<file path="config.mk">
export PLATFORM = sky130hd
export DESIGN_NAME = lfsb_live_fault_status_bank
export DESIGN_NICKNAME = d
export VERILOG_FILES = /design/src/logic/lfsb_pkg.sv /design/src/logic/lfsb_live_fault_status_bank.sv /design/src/logic/lfsb_read_port.sv /design/src/logic/lfsb_sync.sv
export SDC_FILE = /design/constraint.sdc
export NUM_CORES = 1
export LEC_CHECK = 0
export BUFFER_PORTS_ARGS = -buffer_cell sky130_fd_sc_hd__buf_2
export CAP_MARGIN = 20
export CORE_ASPECT_RATIO = 1.75
export CORE_MARGIN = 5
export CORE_UTILIZATION = 30
export CTS_CLUSTER_DIAMETER = 150
export CTS_CLUSTER_SIZE = 8
export DETAILED_ROUTE_END_ITERATION = 16
export PLACE_DENSITY = 0.52
export RECOVER_POWER = 50
export SYNTH_ARGS = -nofsm -noshare
export SYNTH_HDL_FRONTEND = slang
export SYNTH_HIERARCHICAL = 1
export SYNTH_SLANG_ARGS = --single-unit
export TNS_END_PERCENT = 1
</file>
<file path="constraint.sdc">
create_clock -name clock -period 1.13 [get_ports clock]
set_input_delay 0.2825 -clock clock [delete_from_list [all_inputs] [get_ports clock]]
set_output_delay 0.2825 -clock clock [all_outputs]
set_load 0.01 [all_outputs]
</file>
<file path="src/logic/lfsb_pkg.sv">
// Package of offsets, field positions and reset values for the live fault status bank
package lfsb_pkg;

  localparam int unsigned ADDR_W = 8;
  localparam int unsigned DATA_W = 8;

  // Register offsets
  localparam logic [7:0] CLOCK_PLL_LIVE_STATUS_OFS = 8'h3C;
  localparam logic [7:0] CHANNEL_FAULT_SUMMARY_LIVE_OFS = 8'h3D;
  localparam logic [7:0] OUTPUT1_FAULT_LIVE_OFS = 8'h40;
  localparam logic [7:0] OUTPUT2_FAULT_LIVE_OFS = 8'h41;

  // Reset values
  localparam logic [7:0] CLOCK_PLL_LIVE_STATUS_RST = 8'h00;
  localparam logic [7:0] CHANNEL_FAULT_SUMMARY_LIVE_RST = 8'h00;
  localparam logic [7:0] OUTPUT1_FAULT_LIVE_RST = 8'h00;
  localparam logic [7:0] OUTPUT2_FAULT_LIVE_RST = 8'h00;
  localparam logic [7:0] UNMAPPED_READ_VALUE = 8'h00;

  // Field positions in clock_pll_live_status
  localparam int unsigned CLOCK_ERROR_BIT = 7;
  localparam int unsigned PLL_LOCK_BIT = 6;

  // Field positions in channel_fault_summary_live
  localparam int unsigned CH1_FAULT_FLAG_BIT = 5;
  localparam int unsigned CH2_FAULT_FLAG_BIT = 4;

  // Field positions in output1/output2 fault registers
  localparam int unsigned POS_SHORT_BIT = 7;
  localparam int unsigned NEG_SHORT_BIT = 6;
  localparam int unsigned POS_VGND_BIT = 5;
  localparam int unsigned NEG_VGND_BIT = 4;
  localparam int unsigned REGULATOR_SHORT_BIT = 0;

  // Number of raw fault and event inputs, and their order in the synchroniser word
  localparam int unsigned NUM_INPUTS = 11;
  localparam int unsigned IN_CLOCK_ERROR = 0;
  localparam int unsigned IN_PLL_LOCK = 1;
  localparam int unsigned IN_CH1_POS_SHORT = 2;
  localparam int unsigned IN_CH1_NEG_SHORT = 3;
  localparam int unsigned IN_CH1_POS_VGND = 4;
  localparam int unsigned IN_CH1_NEG_VGND = 5;
  localparam int unsigned IN_CH2_POS_SHORT = 6;
  localparam int unsigned IN_CH2_NEG_SHORT = 7;
  localparam int unsigned IN_CH2_POS_VGND = 8;
  localparam int unsigned IN_CH2_NEG_VGND = 9;
  localparam int unsigned IN_REGULATOR_SHORT = 10;

  // Cycles from a raw input edge to the status bit: two synchroniser stages plus the register
  localparam int unsigned INPUT_LATENCY = 3;

  // True when the offset belongs to one of the four live status registers
  function automatic logic is_mapped(input logic [7:0] addr);
    is_mapped = (addr == CLOCK_PLL_LIVE_STATUS_OFS) ||
                (addr == CHANNEL_FAULT_SUMMARY_LIVE_OFS) ||
                (addr == OUTPUT1_FAULT_LIVE_OFS) ||
                (addr == OUTPUT2_FAULT_LIVE_OFS);
  endfunction

endpackage

</file>
<file path="src/logic/lfsb_live_fault_status_bank.sv">
// Live fault status bank: four read-only diagnostic status registers
`timescale 1ns/10ps
`default_nettype none
module lfsb_live_fault_status_bank (
  input wire logic clock,
  input wire logic nrst,
  input wire logic clock_error_in,
  input wire logic pll_lock_in,
  input wire logic ch1_pos_short_in,
  input wire logic ch1_neg_short_in,
  input wire logic ch1_pos_vgnd_in,
  input wire logic ch1_neg_vgnd_in,
  input wire logic ch2_pos_short_in,
  input wire logic ch2_neg_short_in,
  input wire logic ch2_pos_vgnd_in,
  input wire logic ch2_neg_vgnd_in,
  input wire logic regulator_short_in,
  input wire logic reg_read,
  input wire logic reg_write,
  input wire logic [7:0] reg_addr,
  input wire logic [7:0] reg_wdata,
  output logic [7:0] reg_rdata,
  output logic reg_rvalid,
  output logic reg_hit
);

  logic [lfsb_pkg::NUM_INPUTS-1:0] raw_in;
  logic [lfsb_pkg::NUM_INPUTS-1:0] synced;

  logic [7:0] clock_pll_live_status;
  logic [7:0] channel_fault_summary_live;
  logic [7:0] output1_fault_live;
  logic [7:0] output2_fault_live;
  logic [7:0] next_clock_pll_live_status;
  logic [7:0] next_channel_fault_summary_live;
  logic [7:0] next_output1_fault_live;
  logic [7:0] next_output2_fault_live;

  logic next_reg_hit;
  logic write_seen;

  assign raw_in[lfsb_pkg::IN_CLOCK_ERROR] = clock_error_in;
  assign raw_in[lfsb_pkg::IN_PLL_LOCK] = pll_lock_in;
  assign raw_in[lfsb_pkg::IN_CH1_POS_SHORT] = ch1_pos_short_in;
  assign raw_in[lfsb_pkg::IN_CH1_NEG_SHORT] = ch1_neg_short_in;
  assign raw_in[lfsb_pkg::IN_CH1_POS_VGND] = ch1_pos_vgnd_in;
  assign raw_in[lfsb_pkg::IN_CH1_NEG_VGND] = ch1_neg_vgnd_in;
  assign raw_in[lfsb_pkg::IN_CH2_POS_SHORT] = ch2_pos_short_in;
  assign raw_in[lfsb_pkg::IN_CH2_NEG_SHORT] = ch2_neg_short_in;
  assign raw_in[lfsb_pkg::IN_CH2_POS_VGND] = ch2_pos_vgnd_in;
  assign raw_in[lfsb_pkg::IN_CH2_NEG_VGND] = ch2_neg_vgnd_in;
  assign raw_in[lfsb_pkg::IN_REGULATOR_SHORT] = regulator_short_in;

  // Fault detectors sit in the analog domain, so every input is synchronised first
  lfsb_sync #(
    .WIDTH(lfsb_pkg::NUM_INPUTS)
  ) u_sync (
    .clock(clock),
    .nrst(nrst),
    .async_in(raw_in),
    .sync_out(synced)
  );

  // Live bits: rebuilt from the inputs every cycle, so nothing is held
  always_comb
  begin
    next_clock_pll_live_status = lfsb_pkg::CLOCK_PLL_LIVE_STATUS_RST;
    next_clock_pll_live_status[lfsb_pkg::CLOCK_ERROR_BIT] =
      synced[lfsb_pkg::IN_CLOCK_ERROR];
    next_clock_pll_live_status[lfsb_pkg::PLL_LOCK_BIT] =
      synced[lfsb_pkg::IN_PLL_LOCK];

    next_output1_fault_live = lfsb_pkg::OUTPUT1_FAULT_LIVE_RST;
    next_output1_fault_live[lfsb_pkg::POS_SHORT_BIT] =
      synced[lfsb_pkg::IN_CH1_POS_SHORT];
    next_output1_fault_live[lfsb_pkg::NEG_SHORT_BIT] =
      synced[lfsb_pkg::IN_CH1_NEG_SHORT];
    next_output1_fault_live[lfsb_pkg::POS_VGND_BIT] =
      synced[lfsb_pkg::IN_CH1_POS_VGND];
    next_output1_fault_live[lfsb_pkg::NEG_VGND_BIT] =
      synced[lfsb_pkg::IN_CH1_NEG_VGND];

    next_output2_fault_live = lfsb_pkg::OUTPUT2_FAULT_LIVE_RST;
    next_output2_fault_live[lfsb_pkg::POS_SHORT_BIT] =
      synced[lfsb_pkg::IN_CH2_POS_SHORT];
    next_output2_fault_live[lfsb_pkg::NEG_SHORT_BIT] =
      synced[lfsb_pkg::IN_CH2_NEG_SHORT];
    next_output2_fault_live[lfsb_pkg::POS_VGND_BIT] =
      synced[lfsb_pkg::IN_CH2_POS_VGND];
    next_output2_fault_live[lfsb_pkg::NEG_VGND_BIT] =
      synced[lfsb_pkg::IN_CH2_NEG_VGND];
    next_output2_fault_live[lfsb_pkg::REGULATOR_SHORT_BIT] =
      synced[lfsb_pkg::IN_REGULATOR_SHORT];

    // Summary built from the same next values so it never lags the detail bits
    next_channel_fault_summary_live = lfsb_pkg::CHANNEL_FAULT_SUMMARY_LIVE_RST;
    next_channel_fault_summary_live[lfsb_pkg::CH1_FAULT_FLAG_BIT] =
      |next_output1_fault_live[lfsb_pkg::POS_SHORT_BIT:lfsb_pkg::NEG_VGND_BIT];
    next_channel_fault_summary_live[lfsb_pkg::CH2_FAULT_FLAG_BIT] =
      |next_output2_fault_live[lfsb_pkg::POS_SHORT_BIT:lfsb_pkg::NEG_VGND_BIT];
  end

  // Write data has no path into any of these flops
  always_ff @(posedge clock or negedge nrst)
  begin
    if (!nrst)
    begin
      clock_pll_live_status <= lfsb_pkg::CLOCK_PLL_LIVE_STATUS_RST;
      channel_fault_summary_live <= lfsb_pkg::CHANNEL_FAULT_SUMMARY_LIVE_RST;
      output1_fault_live <= lfsb_pkg::OUTPUT1_FAULT_LIVE_RST;
      output2_fault_live <= lfsb_pkg::OUTPUT2_FAULT_LIVE_RST;
    end
    else
    begin
      clock_pll_live_status <= next_clock_pll_live_status;
      channel_fault_summary_live <= next_channel_fault_summary_live;
      output1_fault_live <= next_output1_fault_live;
      output2_fault_live <= next_output2_fault_live;
    end
  end

  // Hit flag: last access named one of the four registers
  assign write_seen = reg_write && (reg_wdata == reg_wdata);

  always_comb
  begin
    next_reg_hit = reg_hit;
    if (reg_read || write_seen)
      next_reg_hit = lfsb_pkg::is_mapped(reg_addr);
  end

  always_ff @(posedge clock or negedge nrst)
  begin
    if (!nrst)
      reg_hit <= 1'b0;
    else
      reg_hit <= next_reg_hit;
  end

  lfsb_read_port u_read_port (
    .clock(clock),
    .nrst(nrst),
    .reg_read(reg_read),
    .reg_addr(reg_addr),
    .clock_pll_live_status(clock_pll_live_status),
    .channel_fault_summary_live(channel_fault_summary_live),
    .output1_fault_live(output1_fault_live),
    .output2_fault_live(output2_fault_live),
    .reg_rdata(reg_rdata),
    .reg_rvalid(reg_rvalid)
  );

  // Helper: counts edges since reset release until the input pipeline is full
  logic [1:0] settle_cnt;
  logic [1:0] next_settle_cnt;
  logic settled;

  assign settled = (settle_cnt == 2'(lfsb_pkg::INPUT_LATENCY));

  always_comb
  begin
    next_settle_cnt = settle_cnt;
    if (!settled)
      next_settle_cnt = settle_cnt + 2'h1;
  end

  always_ff @(posedge clock or negedge nrst)
  begin
    if (!nrst)
      settle_cnt <= 2'h0;
    else
      settle_cnt <= next_settle_cnt;
  end
endmodule
`default_nettype wire

</file>
<file path="src/logic/lfsb_read_port.sv">
// Registered read answer for the four live status registers
`timescale 1ns/10ps
`default_nettype none
module lfsb_read_port (
  input wire logic clock,
  input wire logic nrst,
  input wire logic reg_read,
  input wire logic [7:0] reg_addr,
  input wire logic [7:0] clock_pll_live_status,
  input wire logic [7:0] channel_fault_summary_live,
  input wire logic [7:0] output1_fault_live,
  input wire logic [7:0] output2_fault_live,
  output logic [7:0] reg_rdata,
  output logic reg_rvalid
);

  logic [7:0] next_reg_rdata;
  logic next_reg_rvalid;

  always_comb
  begin
    next_reg_rdata = reg_rdata;
    next_reg_rvalid = reg_read;
    if (reg_read)
    begin
      if (reg_addr == lfsb_pkg::CLOCK_PLL_LIVE_STATUS_OFS)
        next_reg_rdata = clock_pll_live_status;
      else if (reg_addr == lfsb_pkg::CHANNEL_FAULT_SUMMARY_LIVE_OFS)
        next_reg_rdata = channel_fault_summary_live;
      else if (reg_addr == lfsb_pkg::OUTPUT1_FAULT_LIVE_OFS)
        next_reg_rdata = output1_fault_live;
      else if (reg_addr == lfsb_pkg::OUTPUT2_FAULT_LIVE_OFS)
        next_reg_rdata = output2_fault_live;
      else
        next_reg_rdata = lfsb_pkg::UNMAPPED_READ_VALUE;
    end
  end

  always_ff @(posedge clock or negedge nrst)
  begin
    if (!nrst)
    begin
      reg_rdata <= lfsb_pkg::UNMAPPED_READ_VALUE;
      reg_rvalid <= 1'b0;
    end
    else
    begin
      reg_rdata <= next_reg_rdata;
      reg_rvalid <= next_reg_rvalid;
    end
  end

endmodule
`default_nettype wire

</file>
<file path="src/logic/lfsb_sync.sv">
// Two-stage synchroniser for the asynchronous fault and event inputs
`timescale 1ns/10ps
`default_nettype none
module lfsb_sync #(
  parameter int unsigned WIDTH = lfsb_pkg::NUM_INPUTS
) (
  input wire logic clock,
  input wire logic nrst,
  input wire logic [WIDTH-1:0] async_in,
  output logic [WIDTH-1:0] sync_out
);

  logic [WIDTH-1:0] stage1;
  logic [WIDTH-1:0] stage2;

  // First stage feeds only the second stage
  always_ff @(posedge clock or negedge nrst)
  begin
    if (!nrst)
    begin
      stage1 <= '0;
      stage2 <= '0;
    end
    else
    begin
      stage1 <= async_in;
      stage2 <= stage1;
    end
  end

  assign sync_out = stage2;

endmodule
`default_nettype wire

</file>
==> flow_summary.html, run 1 <==
<table>
<tr><th>Metric</th><th>Value</th></tr>
<tr><th colspan="2">Outcome</th></tr>
<tr><td>Status</td><td>complete, but fails checks</td></tr>
<tr><td>Violations in the final reports</td><td>negative setup slack</td></tr>
<tr><th colspan="2">Floorplanning</th></tr>
<tr><td>Number of ports placed on the die boundary</td><td>41</td></tr>
<tr><td>Die height</td><td>108 um</td></tr>
<tr><td>Starting Density</td><td>30.9%</td></tr>
<tr><td>Full die area</td><td>7090 um^2</td></tr>
<tr><td>Horizontal die dimension</td><td>65.8 um</td></tr>
<tr><td>Core area</td><td>5300 um^2</td></tr>
<tr><td>Number of rows created at floorplan</td><td>35</td></tr>
<tr><th colspan="2">Synthesis</th></tr>
<tr><td>Post-synthesis cell type count</td><td>23</td></tr>
<tr><td>Average cell area after synthesis</td><td>14.3 um^2</td></tr>
<tr><td>Area of the mapped netlist</td><td>1640 um^2</td></tr>
<tr><td>Warnings, synthesis</td><td>6</td></tr>
<tr><td>Primary FF master, synth</td><td>sky130_fd_sc_hd__dfrtp_1</td></tr>
<tr><td>Number of enable flip-flop cells after synthesis</td><td>0</td></tr>
<tr><td>Share of the synthesized area in the top cell type</td><td>68.9%</td></tr>
<tr><td>Post-synth top area cell</td><td>sky130_fd_sc_hd__dfrtp_1</td></tr>
<tr><td>Async set-reset flop share out of synthesis</td><td>100%</td></tr>
<tr><td>Library cell with the highest instance count after synthesis</td><td>sky130_fd_sc_hd__dfrtp_1</td></tr>
<tr><td>Number of storage elements in the synthesis netlist</td><td>45</td></tr>
<tr><td>Cells after Synth</td><td>114</td></tr>
<tr><td>Sequential-to-total area share from yosys stat</td><td>68.9%</td></tr>
<tr><td>Top area cells in the synthesized netlist</td><td>sky130_fd_sc_hd__dfrtp_1, sky130_fd_sc_hd__o22ai_2, sky130_fd_sc_hd__mux2_2</td></tr>
<tr><th colspan="2">STA</th></tr>
<tr><td>Final setup slack of the worst path</td><td>-6.62 ps</td></tr>
<tr><td>Sum of negative setup slack</td><td>-12.8 ps</td></tr>
<tr><td>Top achievable clock speed</td><td>0.880 GHz</td></tr>
<tr><td>Final setup violation count</td><td>2</td></tr>
<tr><td>Largest clock skew in the final design</td><td>7.70 ps</td></tr>
<tr><td>Final min period</td><td>1140 ps</td></tr>
<tr><td>Final period util</td><td>101%</td></tr>
<tr><td>Number of endpoints with negative hold slack in the final report</td><td>0</td></tr>
<tr><td>Worst-case hold slack</td><td>101 ps</td></tr>
<tr><td>Pins over their slew limit</td><td>0</td></tr>
<tr><td>Setup repair after global routing missed its margin</td><td>true</td></tr>
<tr><th colspan="2">Placed design</th></tr>
<tr><td>HPWL after detailed placement</td><td>2190 um</td></tr>
<tr><td>Area post-placement</td><td>2040 um^2</td></tr>
<tr><td>Dpl ws</td><td>-394 ps</td></tr>
<tr><td>IO buf count</td><td>32</td></tr>
<tr><td>Placer congestion estimate</td><td>0.771</td></tr>
<tr><th colspan="2">Global routing</th></tr>
<tr><td>Number of global-route vias before repair</td><td>1147</td></tr>
<tr><td>Global-route congestion overflow total</td><td>0</td></tr>
<tr><td>First-pass GRT wire length</td><td>5140 um</td></tr>
<tr><td>Largest net degree at the start of global routing</td><td>46</td></tr>
<tr><td>GRT Resource Usage Total</td><td>9.63%</td></tr>
<tr><td>Antenna violations before repair</td><td>0</td></tr>
<tr><th colspan="2">Route</th></tr>
<tr><td>Average detailed-routed wire length per instance</td><td>11.6 um</td></tr>
<tr><td>Iteration-0 DRC Markers</td><td>18</td></tr>
<tr><td>Final antenna-violating net count</td><td>0</td></tr>
<tr><td>First-pass detailed-route iteration total</td><td>3</td></tr>
<tr><td>Drt via density</td><td>4.15</td></tr>
<tr><td>Via count</td><td>1054</td></tr>
<tr><td>Number of remaining DRC errors</td><td>0</td></tr>
<tr><td>Wire length reported by the detailed router</td><td>2950 um</td></tr>
<tr><th colspan="2">Critical path</th></tr>
<tr><td>Data arrival time of the critical path</td><td>1300 ps</td></tr>
<tr><td>Slowest cell on the critical path</td><td>sky130_fd_sc_hd__or4b_4</td></tr>
<tr><td>Cell breakdown of the critical path</td><td>buf_6, nand4_1, or4b_4, o22ai_2, a31oi_1</td></tr>
<tr><td>Capturing element type of the critical path</td><td>flop</td></tr>
<tr><td>Required time of the critical path</td><td>1300 ps</td></tr>
<tr><td>CP Max Fanout</td><td>8</td></tr>
<tr><td>WS Path Type</td><td>in2reg</td></tr>
<tr><td>Buffers &amp; Inverters on Critical Path</td><td>1</td></tr>
<tr><td>Number of cells traversed by the worst register-to-register path</td><td>1</td></tr>
<tr><td>Startpoint class of the critical path</td><td>input pin</td></tr>
<tr><td>Critical path depth</td><td>5</td></tr>
<tr><td>Highest cell delay on the worst timing path</td><td>630 ps</td></tr>
<tr><td>Family with the most delay on the worst path</td><td>simple AND/OR/NAND/NOR gates</td></tr>
<tr><th colspan="2">Clocking</th></tr>
<tr><td>Clock slew at the register clock pins of the worst setup and hold paths</td><td>70 ps</td></tr>
<tr><td>Clock tree root buffer cell</td><td>sky130_fd_sc_hd__clkbuf_8</td></tr>
<tr><td>Bufs on Longest Clock Path</td><td>2</td></tr>
<tr><td>Clk_lat worst skew</td><td>290 ps</td></tr>
<tr><td>Clock net sink count</td><td>45</td></tr>
<tr><td>TritonCTS Buffers</td><td>5</td></tr>
<tr><td>CTS tree</td><td>built</td></tr>
<tr><td>H-tree Lvls</td><td>2</td></tr>
<tr><th colspan="2">Worst hold path</th></tr>
<tr><td>Hold/Removal Path Class</td><td>in2reg</td></tr>
<tr><td>Worst Hold Depth</td><td>1</td></tr>
<tr><th colspan="2">Finish</th></tr>
<tr><td>Post-synthesis to final-layout area growth</td><td>32.4%</td></tr>
<tr><td>Fraction of final layout cells sized beyond drive strength 1</td><td>39.4%</td></tr>
<tr><td>Net count, final</td><td>211</td></tr>
<tr><td>Share of the core filled with cells in the final layout</td><td>40.9%</td></tr>
<tr><td>Final design area excluding fillers</td><td>2170 um^2</td></tr>
<tr><td>Antenna diode count</td><td>0</td></tr>
<tr><th colspan="2">Power and ir drop</th></tr>
<tr><td>Leakage Power</td><td>0.000970 uW</td></tr>
<tr><td>Cell Pwr Density</td><td>1370 nW/um^2</td></tr>
<tr><td>Maximum VDD drop</td><td>0.856 mV</td></tr>
<tr><th colspan="2">Flow run</th></tr>
<tr><td>Total of max-cap violations</td><td>0</td></tr>
</table>
layer usage:
metal / GRT usage [%] / up-vias / routed length [um]
li1: - / 516 / -
met1: 9.81 / 498 / 1090
met2: 17.4 / 35 / 1630
met3: 3.13 / 5 / 189
met4: 4.01 / 0 / 39
met5: 0 / - / 0
worst paths after layout:
path,startpoint,slack (ps),end
max in group asynchronous,nrst,280,u_sync/sync_out[0]$_DFF_PN0_
worst max-delay path,reg_addr[3],-7,u_read_port/reg_rdata[5]$_DFFE_PN0P_
worst max register to register,u_sync/sync_out[3]$_DFF_PN0_,130,channel_fault_summary_live[5]$_DFF_PN0_
worst min-delay path,pll_lock_in,100,u_sync/stage1[1]$_DFF_PN0_
min in group asynchronous,nrst,540,reg_hit$_DFFE_PN0P_
worst min register to register,u_sync/sync_out[10]$_DFF_PN0_,340,output2_fault_live[0]$_DFF_PN0_
where the power goes:
part           total [uW]  internal (uW)  switching, uW
Clock                 960            485            475
Sequential           1720           1690           31.4
Combinational         282            145            138
metrics by stage:
step	instances	power, uW
after floorplan	132	1870
after global placement	246	2020
after detailed placement	246	2030
after CTS	255	3030
after global routing	254	3150
final	254	2970
timing repair:
| item | in CTS | in global routing |
|---|---|---|
| hold buffers | 1 | 0 |
| endpoints found under the hold margin | 45 | 0 |
| resized for setup | 5 | 3 |
| setup buffers | 1 | 0 |
| pin swaps | 3 | 4 |
| endpoints found under the setup margin | 13 | 18 |
registers in the layout, summed over array words and instances, names as in the netlist:
signal                      cells
output2_fault_live              5
reg_hit                         1
clock_pll_live_status           2
u_read_port/reg_rdata           8
u_sync/sync_out                11
u_sync/stage1                  11
u_read_port/reg_rvalid          1
channel_fault_summary_live      2
output1_fault_live              4
cell usage in the layout (no fill, tap or decap):
master | synthesis | layout
sky130_fd_sc_hd__dfrtp_1 | 45 | 45
sky130_fd_sc_hd__buf_2 | 1 | 28
sky130_fd_sc_hd__conb_1 | 1 | 19
sky130_fd_sc_hd__buf_4 | 1 | 11
sky130_fd_sc_hd__o21ai_0 | 8 | 8
sky130_fd_sc_hd__mux2_2 | 8 | 8
sky130_fd_sc_hd__nand2_1 | 8 | 8
sky130_fd_sc_hd__nand2b_1 | 8 | 8
sky130_fd_sc_hd__o22ai_2 | 8 | 8
sky130_fd_sc_hd__a31oi_1 | 8 | 8
sky130_fd_sc_hd__clkbuf_8 | 0 | 6
sky130_fd_sc_hd__buf_6 | 2 | 5
sky130_fd_sc_hd__or4_1 | 3 | 3
sky130_fd_sc_hd__nor2_1 | 2 | 2
sky130_fd_sc_hd__nand4_1 | 2 | 2
sky130_fd_sc_hd__nor3_1 | 1 | 1
sky130_fd_sc_hd__mux2i_1 | 1 | 1
sky130_fd_sc_hd__a22o_2 | 1 | 1
sky130_fd_sc_hd__clkbuf_1 | 1 | 1
sky130_fd_sc_hd__dlygate4sd3_1 | 0 | 1
sky130_fd_sc_hd__inv_1 | 1 | 1
sky130_fd_sc_hd__nor4_4 | 0 | 1
sky130_fd_sc_hd__nor4_1 | 1 | 1
sky130_fd_sc_hd__and3_2 | 0 | 1
sky130_fd_sc_hd__or4b_4 | 0 | 1
sky130_fd_sc_hd__buf_12 | 0 | 1
logic make-up after synthesis:
| kind of cell | after synthesis | share of synthesized area (%) |
|---|---|---|
| flops | 45 | 68.9 |
| simple gates | 28 | 9.95 |
| compound gates | 25 | 12.2 |
| mux | 9 | 6.12 |
| buf+inv | 6 | 2.60 |
| other cells | 1 | 0.229 |
final cells by class:
class,instances,area (um^2)
clock buffer,7,86.3
fill,505,3130
inverter,1,3.75
multi-input combinational,81,548
sequential,45,1130
tap,74,92.6
timing repair buffer,46,309
Note: power is estimated with default switching activity, not from simulation.
==> run 2: changes to the inputs <==
Settings changed: CTS_BUF_LIST set to sky130_fd_sc_hd__clkbuf_8 sky130_fd_sc_hd__clkbuf_16.
==> flow_summary.html, run 2 (same netlist as run 1, synthesis figures left out) <==
<table>
<tr><th>Metric</th><th>Value</th></tr>
<tr><th colspan="2">Outcome</th></tr>
<tr><td>Status</td><td>complete, but fails checks</td></tr>
<tr><td>Violations in the final reports</td><td>negative setup slack</td></tr>
<tr><th colspan="2">STA</th></tr>
<tr><td>Final setup slack of the worst path</td><td>-7.05 ps</td></tr>
<tr><td>Final setup violation count</td><td>2</td></tr>
<tr><td>Pins over their slew limit</td><td>0</td></tr>
<tr><td>Number of endpoints with negative hold slack in the final report</td><td>0</td></tr>
<tr><td>Top achievable clock speed</td><td>0.879 GHz</td></tr>
<tr><td>Worst-case hold slack</td><td>101 ps</td></tr>
<tr><td>Sum of negative setup slack</td><td>-13.7 ps</td></tr>
<tr><td>Final period util</td><td>101%</td></tr>
<tr><td>Final min period</td><td>1140 ps</td></tr>
<tr><td>Largest clock skew in the final design</td><td>7.94 ps</td></tr>
<tr><td>Setup repair after global routing missed its margin</td><td>true</td></tr>
<tr><th colspan="2">Critical path</th></tr>
<tr><td>Data arrival time of the critical path</td><td>1300 ps</td></tr>
<tr><td>Highest cell delay on the worst timing path</td><td>630 ps</td></tr>
<tr><td>WS Path Type</td><td>in2reg</td></tr>
<tr><td>Slowest cell on the critical path</td><td>sky130_fd_sc_hd__or4b_4</td></tr>
<tr><td>CP Max Fanout</td><td>8</td></tr>
<tr><td>Buffers &amp; Inverters on Critical Path</td><td>1</td></tr>
<tr><td>Capturing element type of the critical path</td><td>flop</td></tr>
<tr><td>Family with the most delay on the worst path</td><td>simple AND/OR/NAND/NOR gates</td></tr>
<tr><td>Cell breakdown of the critical path</td><td>buf_6, nand4_1, or4b_4, o22ai_2, a31oi_1</td></tr>
<tr><td>Required time of the critical path</td><td>1300 ps</td></tr>
<tr><td>Startpoint class of the critical path</td><td>input pin</td></tr>
<tr><th colspan="2">Power and ir drop</th></tr>
<tr><td>Gate power share</td><td>9.6%</td></tr>
<tr><td>Cell Pwr Density</td><td>1370 nW/um^2</td></tr>
<tr><td>Reg power frac</td><td>58.3%</td></tr>
<tr><td>Switching power as a share of total power</td><td>21.8%</td></tr>
<tr><td>Leakage Power</td><td>0.000974 uW</td></tr>
<tr><td>Design internal power</td><td>2310 uW</td></tr>
<tr><td>Maximum VDD drop</td><td>0.855 mV</td></tr>
<tr><td>Power share of the clock group</td><td>32.2%</td></tr>
<tr><td>Sw Pwr</td><td>645 uW</td></tr>
<tr><th colspan="2">Global routing</th></tr>
<tr><td>First-pass GRT wire length</td><td>5140 um</td></tr>
<tr><td>Largest net degree at the start of global routing</td><td>46</td></tr>
<tr><td>Antenna violations before repair</td><td>0</td></tr>
<tr><td>Global-route congestion overflow total</td><td>0</td></tr>
<tr><td>Number of global-route vias before repair</td><td>1147</td></tr>
<tr><td>GRT Resource Usage Total</td><td>9.63%</td></tr>
<tr><th colspan="2">Clocking</th></tr>
<tr><td>TritonCTS Buffers</td><td>5</td></tr>
<tr><td>H-tree Lvls</td><td>2</td></tr>
<tr><td>Clk_lat worst skew</td><td>290 ps</td></tr>
<tr><td>Clock slew at the register clock pins of the worst setup and hold paths</td><td>70 ps</td></tr>
<tr><td>Clock net sink count</td><td>45</td></tr>
<tr><td>Bufs on Longest Clock Path</td><td>2</td></tr>
<tr><td>Clock tree root buffer cell</td><td>sky130_fd_sc_hd__clkbuf_8</td></tr>
<tr><td>CTS tree</td><td>built</td></tr>
<tr><th colspan="2">Finish</th></tr>
<tr><td>Final design area excluding fillers</td><td>2170 um^2</td></tr>
<tr><td>Antenna diode count</td><td>0</td></tr>
<tr><td>Net count, final</td><td>211</td></tr>
<tr><td>Leading cell types in the layout, fill and taps excluded</td><td>sky130_fd_sc_hd__dfrtp_1, sky130_fd_sc_hd__buf_2, sky130_fd_sc_hd__conb_1, sky130_fd_sc_hd__buf_4</td></tr>
<tr><td>Filler cell count in the final layout</td><td>505</td></tr>
<tr><td>Post-synthesis to final-layout area growth</td><td>32.4%</td></tr>
<tr><td>Fraction of final layout cells sized beyond drive strength 1</td><td>39.4%</td></tr>
<tr><td>Commonest non-fill, non-tap cell in the layout</td><td>sky130_fd_sc_hd__dfrtp_1</td></tr>
<tr><td>Share of the core filled with cells in the final layout</td><td>40.9%</td></tr>
<tr><th colspan="2">Placed design</th></tr>
<tr><td>Placer congestion estimate</td><td>0.771</td></tr>
<tr><td>HPWL after detailed placement</td><td>2190 um</td></tr>
<tr><td>Dpl ws</td><td>-394 ps</td></tr>
<tr><td>IO buf count</td><td>32</td></tr>
<tr><td>Area post-placement</td><td>2040 um^2</td></tr>
<tr><th colspan="2">Route</th></tr>
<tr><td>First-pass detailed-route iteration total</td><td>3</td></tr>
<tr><td>Via count</td><td>1058</td></tr>
<tr><td>Sum of met2 wire segment lengths after detailed routing</td><td>1630 um</td></tr>
<tr><td>Met3 wire length</td><td>189 um</td></tr>
<tr><td>Iteration-0 DRC Markers</td><td>20</td></tr>
<tr><td>Max layer used</td><td>met4</td></tr>
<tr><td>Drt via density</td><td>4.17</td></tr>
<tr><td>Sum of routed wire segments on met1</td><td>1100 um</td></tr>
<tr><td>Average detailed-routed wire length per instance</td><td>11.7 um</td></tr>
<tr><td>Number of remaining DRC errors</td><td>0</td></tr>
<tr><td>Final antenna-violating net count</td><td>0</td></tr>
<tr><td>Wire length reported by the detailed router</td><td>2960 um</td></tr>
<tr><th colspan="2">Floorplanning</th></tr>
<tr><td>Horizontal die dimension</td><td>65.8 um</td></tr>
<tr><td>Number of ports placed on the die boundary</td><td>41</td></tr>
<tr><td>Core area</td><td>5300 um^2</td></tr>
<tr><td>Starting Density</td><td>30.9%</td></tr>
<tr><td>Die height</td><td>108 um</td></tr>
<tr><td>Number of rows created at floorplan</td><td>35</td></tr>
<tr><td>Full die area</td><td>7090 um^2</td></tr>
<tr><th colspan="2">Flow run</th></tr>
<tr><td>Total of max-cap violations</td><td>0</td></tr>
<tr><th colspan="2">Worst hold path</th></tr>
<tr><td>Hold/Removal Path Class</td><td>in2reg</td></tr>
</table>
run 2: per-layer routing:
metal  vias to the layer above  global-route usage (%)
met2                        35                    17.4
met4                         0                    4.01
met3                         5                    3.13
li1                        516                       -
met5                         -                       0
met1                       502                    9.81
run 2: timing repair:
action / in CTS / in global routing
resized for setup: 5 / 3
endpoints found under the setup margin: 13 / 18
hold buffers: 1 / 0
setup buffers: 1 / 0
pin swaps: 3 / 4
hold endpoints to repair: 45 / 0
run 2: power groups by stage:
| stage | sequential (uW) | clock [uW] | combinational, uW |
|---|---|---|---|
| final | 1720 | 952 | 283 |
| after global routing | 1730 | 1080 | 319 |
| after CTS | 1730 | 1010 | 289 |
| after detailed placement | 1760 | 0 | 273 |
| after global placement | 1750 | 0 | 267 |
| after floorplan | 1760 | 0 | 111 |
run 2: area by class of cell:
| cell class | instances | area (um^2) | area share [%] |
|---|---|---|---|
| Multi-Input combinational cell | 81 | 548 | 25.3 |
| Timing Repair Buffer | 46 | 309 | 14.3 |
| Sequential cell | 45 | 1130 | 52.0 |
| Inverter | 1 | 3.75 | 0.173 |
| Clock inverter | 1 | 3.75 | 0.173 |
| Tap cell | 74 | 92.6 | 4.27 |
| Clock buffer | 6 | 82.6 | 3.81 |
run 2: final timing paths:
path                                               start  cells past startpoint                                       to  slack [ps]
hold reg to reg            u_sync/sync_out[10]$_DFF_PN0_                      0          output2_fault_live[0]$_DFF_PN0_         340
hold / removal                               pll_lock_in                      1               u_sync/stage1[1]$_DFF_PN0_         100
setup / recovery                             reg_addr[3]                      5     u_read_port/reg_rdata[5]$_DFFE_PN0P_          -7
min in group asynchronous                           nrst                      3                      reg_hit$_DFFE_PN0P_         540
max in group asynchronous                           nrst                      3             u_sync/sync_out[0]$_DFF_PN0_         280
setup reg to reg            u_sync/sync_out[3]$_DFF_PN0_                      1  channel_fault_summary_live[5]$_DFF_PN0_         130
run 2: metrics by stage:
step	std cells	power (uW)
2_1_floorplan	132	1870
3_3_place_gp	246	2020
3_5_place_dp	246	2030
4_1_cts	255	3020
5_1_grt	254	3140
6_report	254	2960
